==> config.mk <==
export PLATFORM = sky130hd
export DESIGN_NAME = qstx_top
export DESIGN_NICKNAME = d
export VERILOG_FILES = /design/src/rtl/qstx_pkg.sv /design/src/rtl/qstx_top.sv
export SDC_FILE = /design/constraint.sdc
export NUM_CORES = 1
export LEC_CHECK = 0
export ABC_AREA = 1
export BUFFER_PORTS_ARGS = -buffer_cell sky130_fd_sc_hd__buf_2
export CAP_MARGIN = 15
export CORE_MARGIN = 2
export CORE_UTILIZATION = 55
export CTS_BUF_LIST = sky130_fd_sc_hd__clkbuf_4
export CTS_CLUSTER_DIAMETER = 120
export CTS_CLUSTER_SIZE = 20
export DETAILED_ROUTE_END_ITERATION = 10
export PLACE_DENSITY = 0.73
export SLEW_MARGIN = 15
export SYNTH_ARGS = -nofsm -noshare
export SYNTH_HDL_FRONTEND = slang
export SYNTH_SLANG_ARGS = --single-unit
==> constraint.sdc <==
create_clock -name pclk -period 2.5 [get_ports pclk]
set_input_delay 0.375 -clock pclk [delete_from_list [all_inputs] [get_ports pclk]]
set_output_delay 0.375 -clock pclk [all_outputs]
set_load 0.05 [all_outputs]
==> src/rtl/qstx_pkg.sv <==
// constants, types and helper functions for the quad transmit path
package qstx_pkg;

    localparam int CHANNELS = 4;
    localparam int CHAR_W   = 10;

    // timing: one character on the line per reference character period
    localparam int CLK_PERIOD_PS = 5000;
    localparam int CHAR_TIME_PS  = 50000;
    localparam int CHAR_CYCLES   = CHAR_TIME_PS / CLK_PERIOD_PS;

    // apb register map
    localparam logic [11:0] OFS_CTRL   = 12'h000;
    localparam logic [11:0] OFS_STATUS = 12'h004;

    // three-level select encodings
    localparam logic [1:0] SEL_LOW  = 2'h0;
    localparam logic [1:0] SEL_MID  = 2'h1;
    localparam logic [1:0] SEL_HIGH = 2'h2;

    // fixed characters and seeds
    localparam logic [CHAR_W-1:0] BAD_CHAR  = 10'h278;
    localparam logic [8:0]        LFSR_SEED = 9'h1ff;

    // reset values
    localparam logic [8:0] CTRL_RST     = 9'h000;
    localparam logic [7:0] OE_LATCH_RST = 8'h00;
    localparam logic [3:0] BIST_EN_RST  = 4'h0;

    // pointer gap set at buffer initialisation
    localparam int PB_NOMINAL = 2;

    // control register layout, bit 0 upward: src, half, par, loop
    typedef struct packed {
        logic [3:0] loop;
        logic [1:0] par;
        logic       half;
        logic [1:0] src;
    } qstx_ctrl_s;

    // character plus its parity bit as carried through the buffer
    typedef struct packed {
        logic              par;
        logic [CHAR_W-1:0] data;
    } qstx_char_s;

    typedef enum logic [1:0] {
        PB_RUN,
        PB_LOW1,
        PB_ARMED
    } qstx_init_e;

    // odd parity over character and parity bit
    function automatic logic odd_ok(input qstx_char_s c);
        return ^{c.par, c.data};
    endfunction

    // one step of the 9-bit generator, x^9 + x^5 + 1
    function automatic logic [8:0] lfsr_step(input logic [8:0] s);
        return {s[7:0], s[8] ^ s[4]};
    endfunction

endpackage

==> src/rtl/qstx_top.sv <==
// four-channel transmit path: capture, phase buffer, parity, self-test, serializer
`timescale 1ns/10ps
`default_nettype none

module qstx_top #(
    parameter int PB_DEPTH = 4
) (
    input  wire logic                                      pclk,
    input  wire logic                                      presetn,
    input  wire logic                                      psel,
    input  wire logic                                      penable,
    input  wire logic                                      pwrite,
    input  wire logic [11:0]                               paddr,
    input  wire logic [31:0]                               pwdata,
    output logic      [31:0]                               prdata,
    output logic                                           pready,
    output logic                                           pslverr,
    input  wire logic [qstx_pkg::CHANNELS*qstx_pkg::CHAR_W-1:0] tx_char_in,
    input  wire logic [qstx_pkg::CHANNELS-1:0]             tx_odd_parity_in,
    input  wire logic [qstx_pkg::CHANNELS-1:0]             per_channel_tx_clock,
    input  wire logic                                      phase_buffer_init_n,
    input  wire logic [7:0]                                channel_enable_bus,
    input  wire logic                                      selftest_latch_open,
    input  wire logic                                      out_enable_latch_open,
    input  wire logic                                      device_reset_n,
    output logic      [qstx_pkg::CHANNELS-1:0]             serial_out_pair,
    output logic      [qstx_pkg::CHANNELS-1:0]             serial_out_oe,
    output logic      [qstx_pkg::CHANNELS-1:0]             tx_phase_error
);

    localparam int NCH  = qstx_pkg::CHANNELS;
    localparam int CW   = qstx_pkg::CHAR_W;
    localparam int PW   = $clog2(PB_DEPTH);
    // pin bits: chars, parity, clocks, four controls, bus
    localparam int SYNW = NCH * CW + 2 * NCH + 4 + 8;
    localparam int CNTW = $clog2(qstx_pkg::CHAR_CYCLES);

    // pin synchroniser stages
    logic [SYNW-1:0] sync1;
    logic [SYNW-1:0] sync2;

    // synchronised pin views
    logic [NCH*CW-1:0] s_chars;
    logic [NCH-1:0]    s_par;
    logic [NCH-1:0]    s_clk;
    logic [NCH-1:0]    s_clk_d;
    logic [NCH-1:0]    clk_rise;
    logic              s_init_n;
    logic [7:0]        s_bus;
    logic              s_bist_open;
    logic              s_oe_open;
    logic              s_dev_rst_n;

    // configuration and latches
    qstx_pkg::qstx_ctrl_s ctrl;
    logic [7:0]           oe_latch;
    logic [NCH-1:0]       bist_en;

    // character timing and buffer initialisation
    logic [CNTW-1:0]      char_cnt;
    logic                 tick;
    qstx_pkg::qstx_init_e init_state;
    logic                 init_done;

    // mode decode shared by all channels
    logic par_on;
    logic bypass;

    // clock pins are plain data here, edges lag by three
    // two-flop synchroniser on every pin input
    always_ff @(posedge pclk or negedge presetn) begin
        if (!presetn) begin
            sync1 <= '0;
            sync2 <= '0;
        end else begin
            sync1 <= {tx_char_in, tx_odd_parity_in, per_channel_tx_clock,
                      phase_buffer_init_n, selftest_latch_open,
                      out_enable_latch_open, device_reset_n, channel_enable_bus};
            sync2 <= sync1;
        end
    end

    // only the second stage is read
    assign {s_chars, s_par, s_clk, s_init_n, s_bist_open, s_oe_open,
            s_dev_rst_n, s_bus} = sync2;

    // input clock edge detect on synchronised levels
    always_ff @(posedge pclk or negedge presetn) begin
        if (!presetn) begin
            s_clk_d <= '0;
        end else begin
            s_clk_d <= s_clk;
        end
    end

    // one-cycle strobe per input clock rise
    assign clk_rise = s_clk & ~s_clk_d;

    // reference character tick from the bit-rate clock
    // device reset parks the count, tick stays high
    always_ff @(posedge pclk or negedge presetn) begin
        if (!presetn) begin
            char_cnt <= '0;
        end else if (!s_dev_rst_n) begin
            char_cnt <= '0;
        end else if (char_cnt == CNTW'(qstx_pkg::CHAR_CYCLES - 1)) begin
            char_cnt <= '0;
        end else begin
            char_cnt <= char_cnt + 1'b1;
        end
    end

    // first bit time of each character
    assign tick = (char_cnt == '0);

    // buffer init: low on two ticks arms, release sets phase
    // a lone low tick falls back to run
    always_ff @(posedge pclk or negedge presetn) begin
        if (!presetn) begin
            init_state <= qstx_pkg::PB_RUN;
        end else if (!s_dev_rst_n) begin
            init_state <= qstx_pkg::PB_RUN;
        end else if (tick) begin
            case (init_state)
                qstx_pkg::PB_RUN: begin
                    if (!s_init_n) begin
                        init_state <= qstx_pkg::PB_LOW1;
                    end
                end
                qstx_pkg::PB_LOW1: begin
                    if (s_init_n) begin
                        init_state <= qstx_pkg::PB_RUN;
                    end else begin
                        init_state <= qstx_pkg::PB_ARMED;
                    end
                end
                qstx_pkg::PB_ARMED: begin
                    if (s_init_n) begin
                        init_state <= qstx_pkg::PB_RUN;
                    end
                end
                default: begin
                    init_state <= qstx_pkg::PB_RUN;
                end
            endcase
        end
    end

    assign init_done = tick && s_init_n && (init_state == qstx_pkg::PB_ARMED);

    // self-test enable latch, transparent while open
    // odd bits are transmit, low means self-test on
    always_ff @(posedge pclk or negedge presetn) begin
        if (!presetn) begin
            bist_en <= qstx_pkg::BIST_EN_RST;
        end else if (!s_dev_rst_n) begin
            bist_en <= qstx_pkg::BIST_EN_RST;
        end else if (s_bist_open) begin
            for (int i = 0; i < NCH; i++) begin
                bist_en[i] <= ~s_bus[2*i+1];
            end
        end
    end

    // output enable latch holds all eight bits
    // even bits gate drivers, odd ones kept for read-back
    always_ff @(posedge pclk or negedge presetn) begin
        if (!presetn) begin
            oe_latch <= qstx_pkg::OE_LATCH_RST;
        end else if (!s_dev_rst_n) begin
            oe_latch <= qstx_pkg::OE_LATCH_RST;
        end else if (s_oe_open) begin
            oe_latch <= s_bus;
        end
    end

    // apb: always ready, errors on unmapped addresses
    // no wait states: one setup, one access cycle
    assign pready  = 1'b1;
    assign pslverr = psel && penable &&
                     (paddr != qstx_pkg::OFS_CTRL) && (paddr != qstx_pkg::OFS_STATUS);

    // control register write
    always_ff @(posedge pclk or negedge presetn) begin
        if (!presetn) begin
            ctrl <= qstx_pkg::CTRL_RST;
        end else if (psel && penable && pwrite && paddr == qstx_pkg::OFS_CTRL) begin
            ctrl <= pwdata[8:0];
        end
    end

    // read data registered in the setup cycle
    // keeps prdata steady through the access phase
    always_ff @(posedge pclk or negedge presetn) begin
        if (!presetn) begin
            prdata <= '0;
        end else if (psel && !penable && !pwrite) begin
            if (paddr == qstx_pkg::OFS_CTRL) begin
                prdata <= {23'h000000, ctrl};
            end else if (paddr == qstx_pkg::OFS_STATUS) begin
                prdata <= {16'h0000, oe_latch, bist_en, tx_phase_error};
            end else begin
                prdata <= '0;
            end
        end
    end

    // parity on at middle or high
    assign par_on = (ctrl.par != qstx_pkg::SEL_LOW);
    // reference clock at full rate skips the buffer
    assign bypass = (ctrl.src == qstx_pkg::SEL_LOW) && !ctrl.half;

    // one path per channel, channel A clock also shared
    for (genvar g = 0; g < NCH; g++) begin : g_ch
        qstx_pkg::qstx_char_s in_reg;
        qstx_pkg::qstx_char_s pb_mem [PB_DEPTH];
        qstx_pkg::qstx_char_s pb_out;
        qstx_pkg::qstx_char_s src_char;
        logic [PW:0]          wr_ptr;
        logic [PW:0]          rd_ptr;
        logic [PW:0]          occ;
        logic                 cap_en;
        logic                 pb_wr;
        logic                 pb_rd;
        logic                 pb_fault;
        logic                 perr;
        logic [8:0]           lfsr;
        logic [CW-1:0]        next_char;
        logic [CW-1:0]        shifter;
        logic                 pwr_on;

        // driver enable doubles as channel power switch
        assign pwr_on = oe_latch[2*g];

        // capture strobe per clock source
        always_comb begin
            case (ctrl.src)
                qstx_pkg::SEL_LOW: cap_en = tick;
                qstx_pkg::SEL_MID: cap_en = clk_rise[g];
                default:           cap_en = clk_rise[0];
            endcase
        end

        // input register
        always_ff @(posedge pclk or negedge presetn) begin
            if (!presetn) begin
                in_reg <= '0;
            end else if (cap_en && !bist_en[g]) begin
                in_reg.data <= s_chars[g*CW +: CW];
                in_reg.par  <= par_on ? s_par[g] : 1'b0;
            end
        end

        // buffer write one cycle after capture, read on each tick
        // the delay lets the input register settle first
        logic cap_d;
        always_ff @(posedge pclk or negedge presetn) begin
            if (!presetn) begin
                cap_d <= 1'b0;
            end else begin
                cap_d <= cap_en && !bist_en[g];
            end
        end

        assign pb_wr    = cap_d && !bypass;
        assign pb_rd    = tick && !bypass;
        assign occ      = wr_ptr - rd_ptr;
        // drift beyond two characters shows as over or underrun
        assign pb_fault = (pb_wr && !pb_rd && occ == (PW+1)'(PB_DEPTH)) ||
                          (pb_rd && !pb_wr && occ == '0);
        assign pb_out   = pb_mem[rd_ptr[PW-1:0]];

        // storage needs no reset, pointers decide validity
        always_ff @(posedge pclk) begin
            if (pb_wr) begin
                pb_mem[wr_ptr[PW-1:0]] <= in_reg;
            end
        end

        // pointers reset to nominal gap at init
        // extra pointer bit keeps full and empty apart
        always_ff @(posedge pclk or negedge presetn) begin
            if (!presetn) begin
                wr_ptr <= (PW+1)'(qstx_pkg::PB_NOMINAL);
                rd_ptr <= '0;
            end else if (!s_dev_rst_n || init_done) begin
                wr_ptr <= (PW+1)'(qstx_pkg::PB_NOMINAL);
                rd_ptr <= '0;
            end else begin
                if (pb_wr) begin
                    wr_ptr <= wr_ptr + 1'b1;
                end
                if (pb_rd) begin
                    rd_ptr <= rd_ptr + 1'b1;
                end
            end
        end

        // sticky phase error, set wins over re-init
        // meaningless in bypass, so entering it clears
        always_ff @(posedge pclk or negedge presetn) begin
            if (!presetn) begin
                perr <= 1'b0;
            end else if (pb_fault) begin
                perr <= 1'b1;
            end else if (!s_dev_rst_n || init_done || bypass) begin
                perr <= 1'b0;
            end
        end

        assign tx_phase_error[g] = perr;

        // self-test generator from fixed seed
        // held at seed while off, each run starts alike
        always_ff @(posedge pclk or negedge presetn) begin
            if (!presetn) begin
                lfsr <= qstx_pkg::LFSR_SEED;
            end else if (!bist_en[g] || !s_dev_rst_n) begin
                lfsr <= qstx_pkg::LFSR_SEED;
            end else if (tick) begin
                lfsr <= qstx_pkg::lfsr_step(lfsr);
            end
        end

        // bypass takes the input register for low latency
        assign src_char = bypass ? in_reg : pb_out;

        // character selection priority: self-test, phase error, parity
        // self-test first, parallel inputs are ignored then
        always_comb begin
            if (bist_en[g]) begin
                next_char = {lfsr[0] ^ lfsr[8], lfsr};
            end else if (perr) begin
                next_char = qstx_pkg::BAD_CHAR;
            end else if (par_on && !qstx_pkg::odd_ok(src_char)) begin
                next_char = qstx_pkg::BAD_CHAR;
            end else begin
                next_char = src_char.data;
            end
        end

        // serializer, lsb first, idle while driver powered down
        // zero fill leaves an idle line low
        always_ff @(posedge pclk or negedge presetn) begin
            if (!presetn) begin
                shifter <= '0;
            end else if (!pwr_on || !s_dev_rst_n) begin
                shifter <= '0;
            end else if (tick) begin
                shifter <= next_char;
            end else begin
                shifter <= {1'b0, shifter[CW-1:1]};
            end
        end

        // driver output and enable
        // loopback one keeps test data off the line
        always_ff @(posedge pclk or negedge presetn) begin
            if (!presetn) begin
                serial_out_pair[g] <= 1'b0;
                serial_out_oe[g]   <= 1'b0;
            end else begin
                serial_out_pair[g] <= ctrl.loop[g] ? 1'b1 : shifter[0];
                serial_out_oe[g]   <= pwr_on;
            end
        end
    end

endmodule // qstx_top

`default_nettype wire
# Word-level counts from Yosys, hierarchy flattened
# Memories as Yosys holds them, arrays and structs flattened.
# Cells that the tools add are included.
op_classes:
  n_addsub: 13
  eq_ne: 15
  muxes: 87
  bitwise: 14
  n_reduce_logical: 103
ops:
  columns: ["operator", "count"]
  rows:
  - ["two-way mux 10 bit", 20]
  - ["two-way mux 9 bit", 8]
  - ["two-way mux 3 bit", 16]
  - ["two-way mux 11 bit", 4]
  - ["XOR reduction 11 bit", 4]
  - ["logical AND 1 bit", 39]
  - ["two-way mux 16 bit", 2]
  - ["nonzero test 2 bit", 14]
  - ["adder 3 x 1 -> 3 bit (second input constant)", 8]
  - ["logical NOT 1 bit", 22]
  - ["two-way mux 1 bit", 22]
  - ["two-way mux 4 bit", 4]
  - ["two-way mux 8 bit", 2]
  - ["logical OR 1 bit", 14]
  - ["== test 12 x 3 -> 1 bit (second input constant)", 1]
  - ["== test 3 bit (second input constant)", 4]
  - ["logical NOT 12 bit", 1]
  - ["logical NOT 3 bit", 4]
  - ["!= test 12 x 3 -> 1 bit (second input constant)", 1]
  - ["nonzero test 12 bit", 1]
  - ["subtractor 3 bit", 4]
  - ["two-way mux 2 bit", 5]
  - ["XOR 1 bit", 8]
  - ["!= test 2 x 1 -> 1 bit (second input constant)", 3]
  - ["other kinds (13)", 21]
totals:
  reg_bits: 343
  ramBits: 176
  in_bits: 109
  word_cells: 288
  mem_count: 4
memory_table:
  columns: ["name", "words", "word_bits", "rd", "rd_clocked_by_memory_dff", "wr", "line", "rtl"]
  rows:
  - ["g_ch[0].pb_mem", 4, 11, 1, 0, 1, "qstx_top.sv:216", "qstx_pkg::qstx_char_s pb_mem [PB_DEPTH];"]
  - ["g_ch[1].pb_mem", 4, 11, 1, 0, 1, "qstx_top.sv:216", null]
  - ["g_ch[2].pb_mem", 4, 11, 1, 0, 1, "qstx_top.sv:216", null]
  - ["g_ch[3].pb_mem", 4, 11, 1, 0, 1, "qstx_top.sv:216", null]

# Logic depth before layout (Yosys ltp)
# Gate-level depths: netlist (run 1).
depth:
  word_depth: 11
  depth_mapped: 18

# Worst setup path before layout (run 1)
# OpenSTA, ideal clock, no wires.
synth_timing:
  path_kind: "register -> register"
  start: "register ctrl[1] (netlist name)"
  end: "memory g_ch[0].pb_mem[3][0] (netlist name) (enable)"
  t_arrival_ns: 1.572
  required_ns: 2.119
  setup_slack_ns: 0.547
  path_stages_with_launch: 7
  n_path_buf: 2
  synth_period_minus_slack_ns: 1.953
  path_cell_list: "dfrtp_1 > nor2_4 > nand2_4 > buf_4 > buf_2 > nand2_1 > nor2_1"
synth_via:
  elab_chain_cells: 6
synth_rtl:
  columns: ["element", "line", "rtl"]
  rows:
  - ["start, declared", "qstx_top.sv:55", "qstx_pkg::qstx_ctrl_s ctrl;"]
  - ["start signal, assigned", "qstx_top.sv:186", "ctrl <= qstx_pkg::CTRL_RST;"]
  - ["start signal, assigned", "qstx_top.sv:188", "ctrl <= pwdata[8:0];"]
  - ["logical NOT 2 bit", "qstx_top.sv:211", "assign bypass = (ctrl.src == qstx_pkg::SEL_LOW) && !ctrl.half;"]
  - ["logical AND 1 bit", "qstx_top.sv:211", null]
  - ["logical NOT 1 bit", "qstx_top.sv:265", "assign pb_wr = cap_d && !bypass;"]
  - ["logical AND 1 bit", "qstx_top.sv:265", null]
  - ["two-way mux 1 bit", "qstx_top.sv:275", "if (pb_wr) begin"]
  - ["two-way mux 1 bit (not written as such)", "qstx_top.sv:276", "pb_mem[wr_ptr[PW-1:0]] <= in_reg;"]
  - ["end, declared", "qstx_top.sv:216", null]
# Every way passes these cells.

# Worst setup path in the final report (run 1)
layout_timing:
  start: "register ctrl[1] (netlist name)"
  end: "register g_ch[3].shifter[0]"
layout_via:
  elab_chain_cells: 11
layout_rtl:
  columns: ["element", "line", "rtl"]
  rows:
  - ["logical NOT 2 bit *", "qstx_top.sv:211", null]
  - ["logical AND 1 bit *", "qstx_top.sv:211", null]
  - ["two-way mux 11 bit *", "qstx_top.sv:326", "assign src_char = bypass ? in_reg : pb_out;"]
  - ["XOR reduction 11 bit", "qstx_pkg.sv:55", "return ^{c.par, c.data};"]
  - ["logical NOT 1 bit", "qstx_top.sv:335", "end else if (par_on && !qstx_pkg::odd_ok(src_char)) begin"]
  - ["logical AND 1 bit", "qstx_top.sv:335", null]
  - ["two-way mux 10 bit *", "qstx_top.sv:335", null]
  - ["two-way mux 10 bit *", "qstx_top.sv:333", "end else if (perr) begin"]
  - ["two-way mux 10 bit *", "qstx_top.sv:331", "if (bist_en[g]) begin"]
  - ["two-way mux 10 bit *", "qstx_top.sv:349", "end else if (tick) begin"]
  - ["two-way mux 10 bit *", "qstx_top.sv:347", "end else if (!pwr_on || !s_dev_rst_n) begin"]
  - ["end signal, assigned", "qstx_top.sv:350", "shifter <= next_char;"]
  - ["end signal, assigned", "qstx_top.sv:352", "shifter <= {1'b0, shifter[CW-1:1]};"]
  - ["end, declared", "qstx_top.sv:229", "logic [CW-1:0] shifter;"]
# Mark *: on every way between the ends. The rest lies on a longest branch, timed or not.
# A chain may end at the register's enable or synchronous reset.

==> results of run 1 <==
## worst register-to-register path, stage by stage (launching register included)
cell and delay (ps):
dfrtp_1 470, nor2_4 190, nand2_8 120, buf_4 260, or2_0 250, nand2_1 110, nand2_1 70, nand2_1 80
nand2_1 50, nand2_1 60, nand2_1 80, nand2_1 80, nand2_2 60, nand3_4 100, nand3_1 130, a21oi_1 160
## kinds of logic after synthesis
logic type	count (synthesis)	share of synthesized area, %
buffers and inverters	347	7.039
AOI/OAI and AO/OA	274	6.576
DFF	503	61.73
adders and majority gates	31	1.771
other	2	0.03429
muxes	13	0.6685
and+or+nand+nor	1106	21.46
xor gates and xnor gates	18	0.7199
## per-layer routing
| layer | up-vias | GRT usage, % | share of wire, % | routed length, µm |
|---|---|---|---|---|
| met4 | 0 | 6.387 | 2.3 | 1071 |
| li1 | 7674 | - | - | - |
| met1 | 7415 | 29.53 | 43 | 20000 |
| met2 | 291 | 40.36 | 51 | 23390 |
| met3 | 65 | 2.237 | 3.6 | 1660 |
| met5 | - | 0 | 0 | 0 |
## per-stage QoR
step                utilization, %  cell area, µm²  cells  total power [W]  hold slack [ps]
finish                       61.64           24380   3033          0.01617            158.7
global route                 61.64           24380   3033          0.01715            114.0
CTS                          61.29           24240   3030          0.01623            84.23
detailed placement           58.31           23060   2900          0.01289            323.4
global placement             58.31           23060   2900          0.01276            318.8
floorplan                        -           21950   2309          0.01196            79.41
## cells in the final DEF (no fill, tap or decap), types with 3 or more instances in the layout
cell | netlist | routed
nand2_1 | 762 | 760
dfrtp_1 | 287 | 286
inv_1 | 237 | 235
edfxtp_1 | 176 | 176
nand3_1 | 142 | 140
a21oi_1 | 123 | 122
buf_2 | 14 | 113
nor2_1 | 106 | 105
o21ai_0 | 104 | 104
dlygate4sd3_1 | 0 | 77
clkbuf_4 | 0 | 51
buf_4 | 32 | 41
dfstp_2 | 40 | 40
ha_1 | 31 | 31
or2_1 | 23 | 23
nand2_2 | 18 | 20
or2_0 | 17 | 17
conb_1 | 2 | 17
nand3_2 | 15 | 16
xor2_1 | 13 | 13
mux2_2 | 13 | 13
o21ai_1 | 12 | 12
o22ai_1 | 10 | 10
a31oi_1 | 9 | 8
o31ai_1 | 7 | 7
buf_12 | 0 | 6
nand3_4 | 4 | 5
xnor2_1 | 5 | 5
or2_2 | 5 | 5
inv_2 | 7 | 4
clkinv_1 | 4 | 4
a211oi_1 | 4 | 4
o2111ai_1 | 4 | 4
nor3_2 | 3 | 3
nor3_1 | 3 | 3
## power breakdown
group          leakage, nW  switching [W]  internal [W]  total (W)
clock network        0.249        0.00239      0.000928    0.00331
logic                 6.02        0.00234       0.00112    0.00346
registers             5.62       0.000346       0.00904    0.00939
total                 11.9        0.00507        0.0111     0.0162
## final timing paths
check,to,slack [ps],cells after the start
worst min register to register,sync2[6],360,0
max in group asynchronous,g_ch[1].wr_ptr[2],860,4
worst max register to register,g_ch[3].shifter[0],160,15
min in group asynchronous,sync1[35],570,3
worst max-delay path,g_ch[3].shifter[0],160,15
worst min-delay path,ctrl[8],160,3
## area by class of cell
type | instances | area, µm² | share of cell area [%]
flip-flops and latches | 503 | 13520 | 55.45
clock buffers | 51 | 382.9 | 1.570
diodes | 1 | 2.502 | 0.01026
multi-input cells | 1459 | 6947 | 28.49
inverters | 248 | 953.4 | 3.911
repair buffers | 244 | 1894 | 7.770
well taps | 525 | 656.9 | 2.694
clock inverters | 2 | 23.77 | 0.09751
## what timing repair did
item,in CTS,in global routing
hold buffers,77,0
endpoints found under the setup margin,0,23
endpoints found under the hold margin,365,0
resized for setup,0,25
buffers inserted,0,1
==> out/results.ini, run 1 <==
[floorplanning]
die_area_mm2=0.04143
start_util_pct=55.37
rows=73
io-pin-count=155
die_y_um=203.5
fp.coreArea_mm2=0.03955
die_w_um=203.5

[synth]
synth_edf_count=176
ys_types=45
async_reset_ff_share_pct=65.01
syn_inst=2294
synth.most_common_cell=nand2_1
netlist_area_mm2=0.02190
ys_seq_area_share_pct=61.73
yosysWarningCount=0
ys_seq_elements=503
avgSynthCellArea_um2=9.546
synth_ff_type=dfrtp_1
synth.top_cell.area_share_pct=32.80
synth_common_cells=nand2_1, dfrtp_1, inv_1, edfxtp_1, nand3_1
synth_top_area_cell=dfrtp_1
ys_top_cells_by_area=dfrtp_1, edfxtp_1, nand2_1

[sta]
period_needed_ps=2336
slew_violations=0
skew_ps=60.66
max_freq_mhz=428.0
worst_pin_slew_ps=622.2
worst_slew_margin_rel_pct=58.42
layout_setup_ws_ps=163.6
setup_tns_ps=0
finalHoldViolations=0
rsz0062_at_grt=false
setup_violations=0
fin_crit_sh_pct=93.46

[cts]
numCtsBuffers=29
cts.clk_slew.worst_paths_ps=200
clock-sinks=503
cts_tree=built
h-tree-depth=1
root_buffer=clkbuf_4
clock_path_buffers=3
clk_latency_ps=820

[critical_path]
critPathMostFrequentCell=nand2_1
cp_slowest_stage_delay_ps=470
critPathLaunch=ctrl[1]
cp_data_required_time_ps=3260
crit_chain=nor2_4, nand2_8, buf_4, or2_0, nand2_1, nand2_1, nand2_1, nand2_1, nand2_1, nand2_1, nand2_1, nand2_2, nand3_4, nand3_1, a21oi_1
crit_arrival_ps=3100
r2r_start=ctrl[1]
critPathMaxFanout=34
slowest_stage=dfrtp_1
startpoint_type=flip-flop
path_delay_family=simple AND/OR/NAND/NOR gates
end_kind=flip-flop
path_class=reg2reg
critical_path_buf_inv_count=1

[placed_design]
portBuffers=114
place_hpwl_um=30350
gp_congestion=0.7989
preCtsSetupSlack_ps=166.6

[power]
p_leak_nw=11.89
peakVddDrop_mv=0.5013
cellPowerDensity_mw_per_mm2=663.1

[finish]
nFillCells=3226
drive_above_1_share_pct=13.52
largest_reg_flops=176
syn2layout_area_growth_pct=11.33
nets=2625

[status]
status=finished, final reports clean

[min_path]
min_from=pwrite
hold_path_class=in2reg

[route]
wl_per_cell_um=15.21
postRouteAntennaNets=0
vias=15450
drc_errors=0
vias_per_cell=5.092
dr.pass1.iters=5
drt_first_iter_violations=1006
totalWireLength_um=46120

[grt]
grt_antenna_before_repair=1
grt_pass1_wl_um=75720
grt_max_degree=95
grt_use_total_pct=22.61
grt-ovfl-total=0
grt_pass1_vias=15340

[job]
max_cap_viol_count=0

No activity file was read; power rests on OpenSTA's default activity.
==> run 2, diff against run 1 <==
--- a/config.mk
+++ b/config.mk
@@ -14,6 +14,7 @@
 export CTS_CLUSTER_DIAMETER = 120
 export CTS_CLUSTER_SIZE = 20
 export DETAILED_ROUTE_END_ITERATION = 10
+export GPL_TIMING_DRIVEN = 0
 export PLACE_DENSITY = 0.73
 export SLEW_MARGIN = 15
 export SYNTH_ARGS = -nofsm -noshare
==> constraint.sdc (replaced) <==
create_clock -name pclk -period 2.9 [get_ports pclk]
set_input_delay 0.435 -clock pclk [delete_from_list [all_inputs] [get_ports pclk]]
set_output_delay 0.435 -clock pclk [all_outputs]
set_load 0.05 [all_outputs]
==> out/results.ini, run 2 (synthesized netlist as in run 1, its figures left out) <==
[route]
drt_first_iter_violations=1187
postRouteAntennaNets=0
vias_per_cell=5.218
totalWireLength_um=51510
wl_per_cell_um=16.73
vias=16060
drc_errors=0
dr.pass1.iters=6

[finish]
finish.utilization_pct=61.85
syn2layout_area_growth_pct=11.70
largest_reg_flops=176
nFillCells=3289
nets=2669
final_common_cell=nand2_1
drive_above_1_share_pct=14.11
final_cell_mix=nand2_1, dfrtp_1, inv_1

[sta]
layout_setup_ws_ps=98.15
max_freq_mhz=356.9
setup_violations=0
slew_violations=0
hold_slack_ps=59.26
finalHoldViolations=0
rsz0062_at_grt=false
skew_ps=78.92
fin_crit_sh_pct=96.62
period_needed_ps=2802
worst_pin_slew_ps=934.7
worst_slew_margin_rel_pct=37.46

[cts]
numCtsBuffers=29
cts_tree=built
cts.clk_slew.worst_paths_ps=200
clk_latency_ps=850
clock-sinks=503
clock_path_buffers=3
h-tree-depth=1
root_buffer=clkbuf_4

[grt]
grt_use_total_pct=25.29
grt_antenna_before_repair=2
grt_pass1_vias=15580
grt-ovfl-total=0
grt_max_degree=113
grt_pass1_wl_um=82190

[floorplanning]
rows=73
fp.coreArea_mm2=0.03955
die_w_um=203.5
start_util_pct=55.37
die_area_mm2=0.04143
die_y_um=203.5
io-pin-count=155

[placed_design]
place_hpwl_um=36090
gp_congestion=0.9068
preCtsSetupSlack_ps=-59.85
portBuffers=114

[critical_path]
critPathMostFrequentCell=o21ai_0
end_kind=flip-flop
crit_arrival_ps=3530
critical_path_buf_inv_count=4
r2r_start=ctrl[0]
crit_cells=10
r2r_setup_slack_ps=100
slowest_stage=clkbuf_1
cp_slowest_stage_delay_ps=600
cp_data_required_time_ps=3630
critPathMaxFanout=10
startpoint_type=flip-flop
critPathLaunch=ctrl[0]
setup.worst_path.end=g_ch[0].perr
reg2reg_depth=10
crit_chain=nor2_4, nand2_4, inv_2, buf_2, nor2_2, inv_1, clkbuf_1, o21ai_0, o2111ai_1, o21ai_0
regToRegEndpoint=g_ch[0].perr
path_class=reg2reg
path_delay_family=buffers and inverters

[power]
peakVddDrop_mv=0.3989
cellPowerDensity_mw_per_mm2=576.8
p_leak_nw=11.97

[status]
status=finished, final reports clean

[min_path]
hold_path_class=in2reg

[job]
max_cap_viol_count=0

[run 2: changes by cell type in the layout (fill, tap and decap cells not counted), moves of 5 or more]
| cell | change |
|---|---|
| buf_4 | -9 |
| dlygate4sd3_1 | -5 |
| inv_2 | +5 |
| clkbuf_1 | +32 |
| buf_6 | +11 |
| nor2_1 | -13 |
| nor2_2 | +13 |
| buf_12 | -6 |
| buf_2 | +14 |
[run 2: repair_timing]
| action | 4_1_cts | 5_1_grt |
|---|---|---|
| hold buffers | 72 | 0 |
| endpoints found under the setup margin | 23 | 85 |
| hold endpoints to repair | 198 | 0 |
| buffers inserted | 0 | 0 |
| gates resized for setup | 4 | 12 |
[run 2: final cells by class]
type / count / area, µm² / area share [%]
sequential: 503 / 13520 / 55.27
multi-input combinational: 1459 / 6942 / 28.38
timing repair buffer: 189 / 1384 / 5.658
inverter: 248 / 930.9 / 3.806
tap: 525 / 656.9 / 2.686
buffer: 99 / 611.8 / 2.501
clock buffer: 52 / 390.4 / 1.596
clock inverter: 2 / 23.77 / 0.09719
antenna: 1 / 2.502 / 0.01023
[run 2: per-stage QoR]
step / cell area (µm²) / setup TNS [ps] / power, W / instances
2_1_floorplan: 21950 / 0 / 0.01031 / 2309
3_3_place_gp: 23180 / -1417880 / 0.01112 / 2948
3_5_place_dp: 23280 / -403.9 / 0.01124 / 2951
4_1_cts: 24430 / 0 / 0.01417 / 3077
5_1_grt: 24460 / 0 / 0.01489 / 3078
6_report: 24460 / 0 / 0.01411 / 3078
[run 2: routing by layer]
layer / vias to the layer above / global-route usage [%] / part of all wire (%)
li1: 7775 / - / -
met1: 7733 / 33.61 / 42
met2: 426 / 43.04 / 49
met3: 127 / 2.637 / 5.0
met4: 0 / 10.01 / 4.1
met5: - / 0 / 0
[run 2: worst min-delay path by stage]
stage / start / end / slack (ps) / depth (start not counted)
finish: pwrite / ctrl[6] / 60 / 3
global route: pwrite / ctrl[6] / 20 / 3
CTS: pwrite / ctrl[6] / 3 / 3
detailed placement: sync1[19] / sync2[19] / 330 / 0
global placement: sync1[23] / sync2[23] / 330 / 0
floorplan: presetn / bist_en[0] / 140 / 0
[run 2: where the power goes]
group / switching [W] / internal [W]
clock: 0.00209 / 0.000814
combinational: 0.00209 / 0.00100
sequential: 0.000319 / 0.00779
total: 0.00450 / 0.00961
[run 2: worst reg2reg max path, cell delays in order, from the launching register on]
cell	delay [ps]
dfrtp_1	460
nor2_4	170
nand2_4	120
inv_2	120
buf_2	370
nor2_2	230
inv_1	110
clkbuf_1	600
o21ai_0	170
o2111ai_1	200
o21ai_0	150
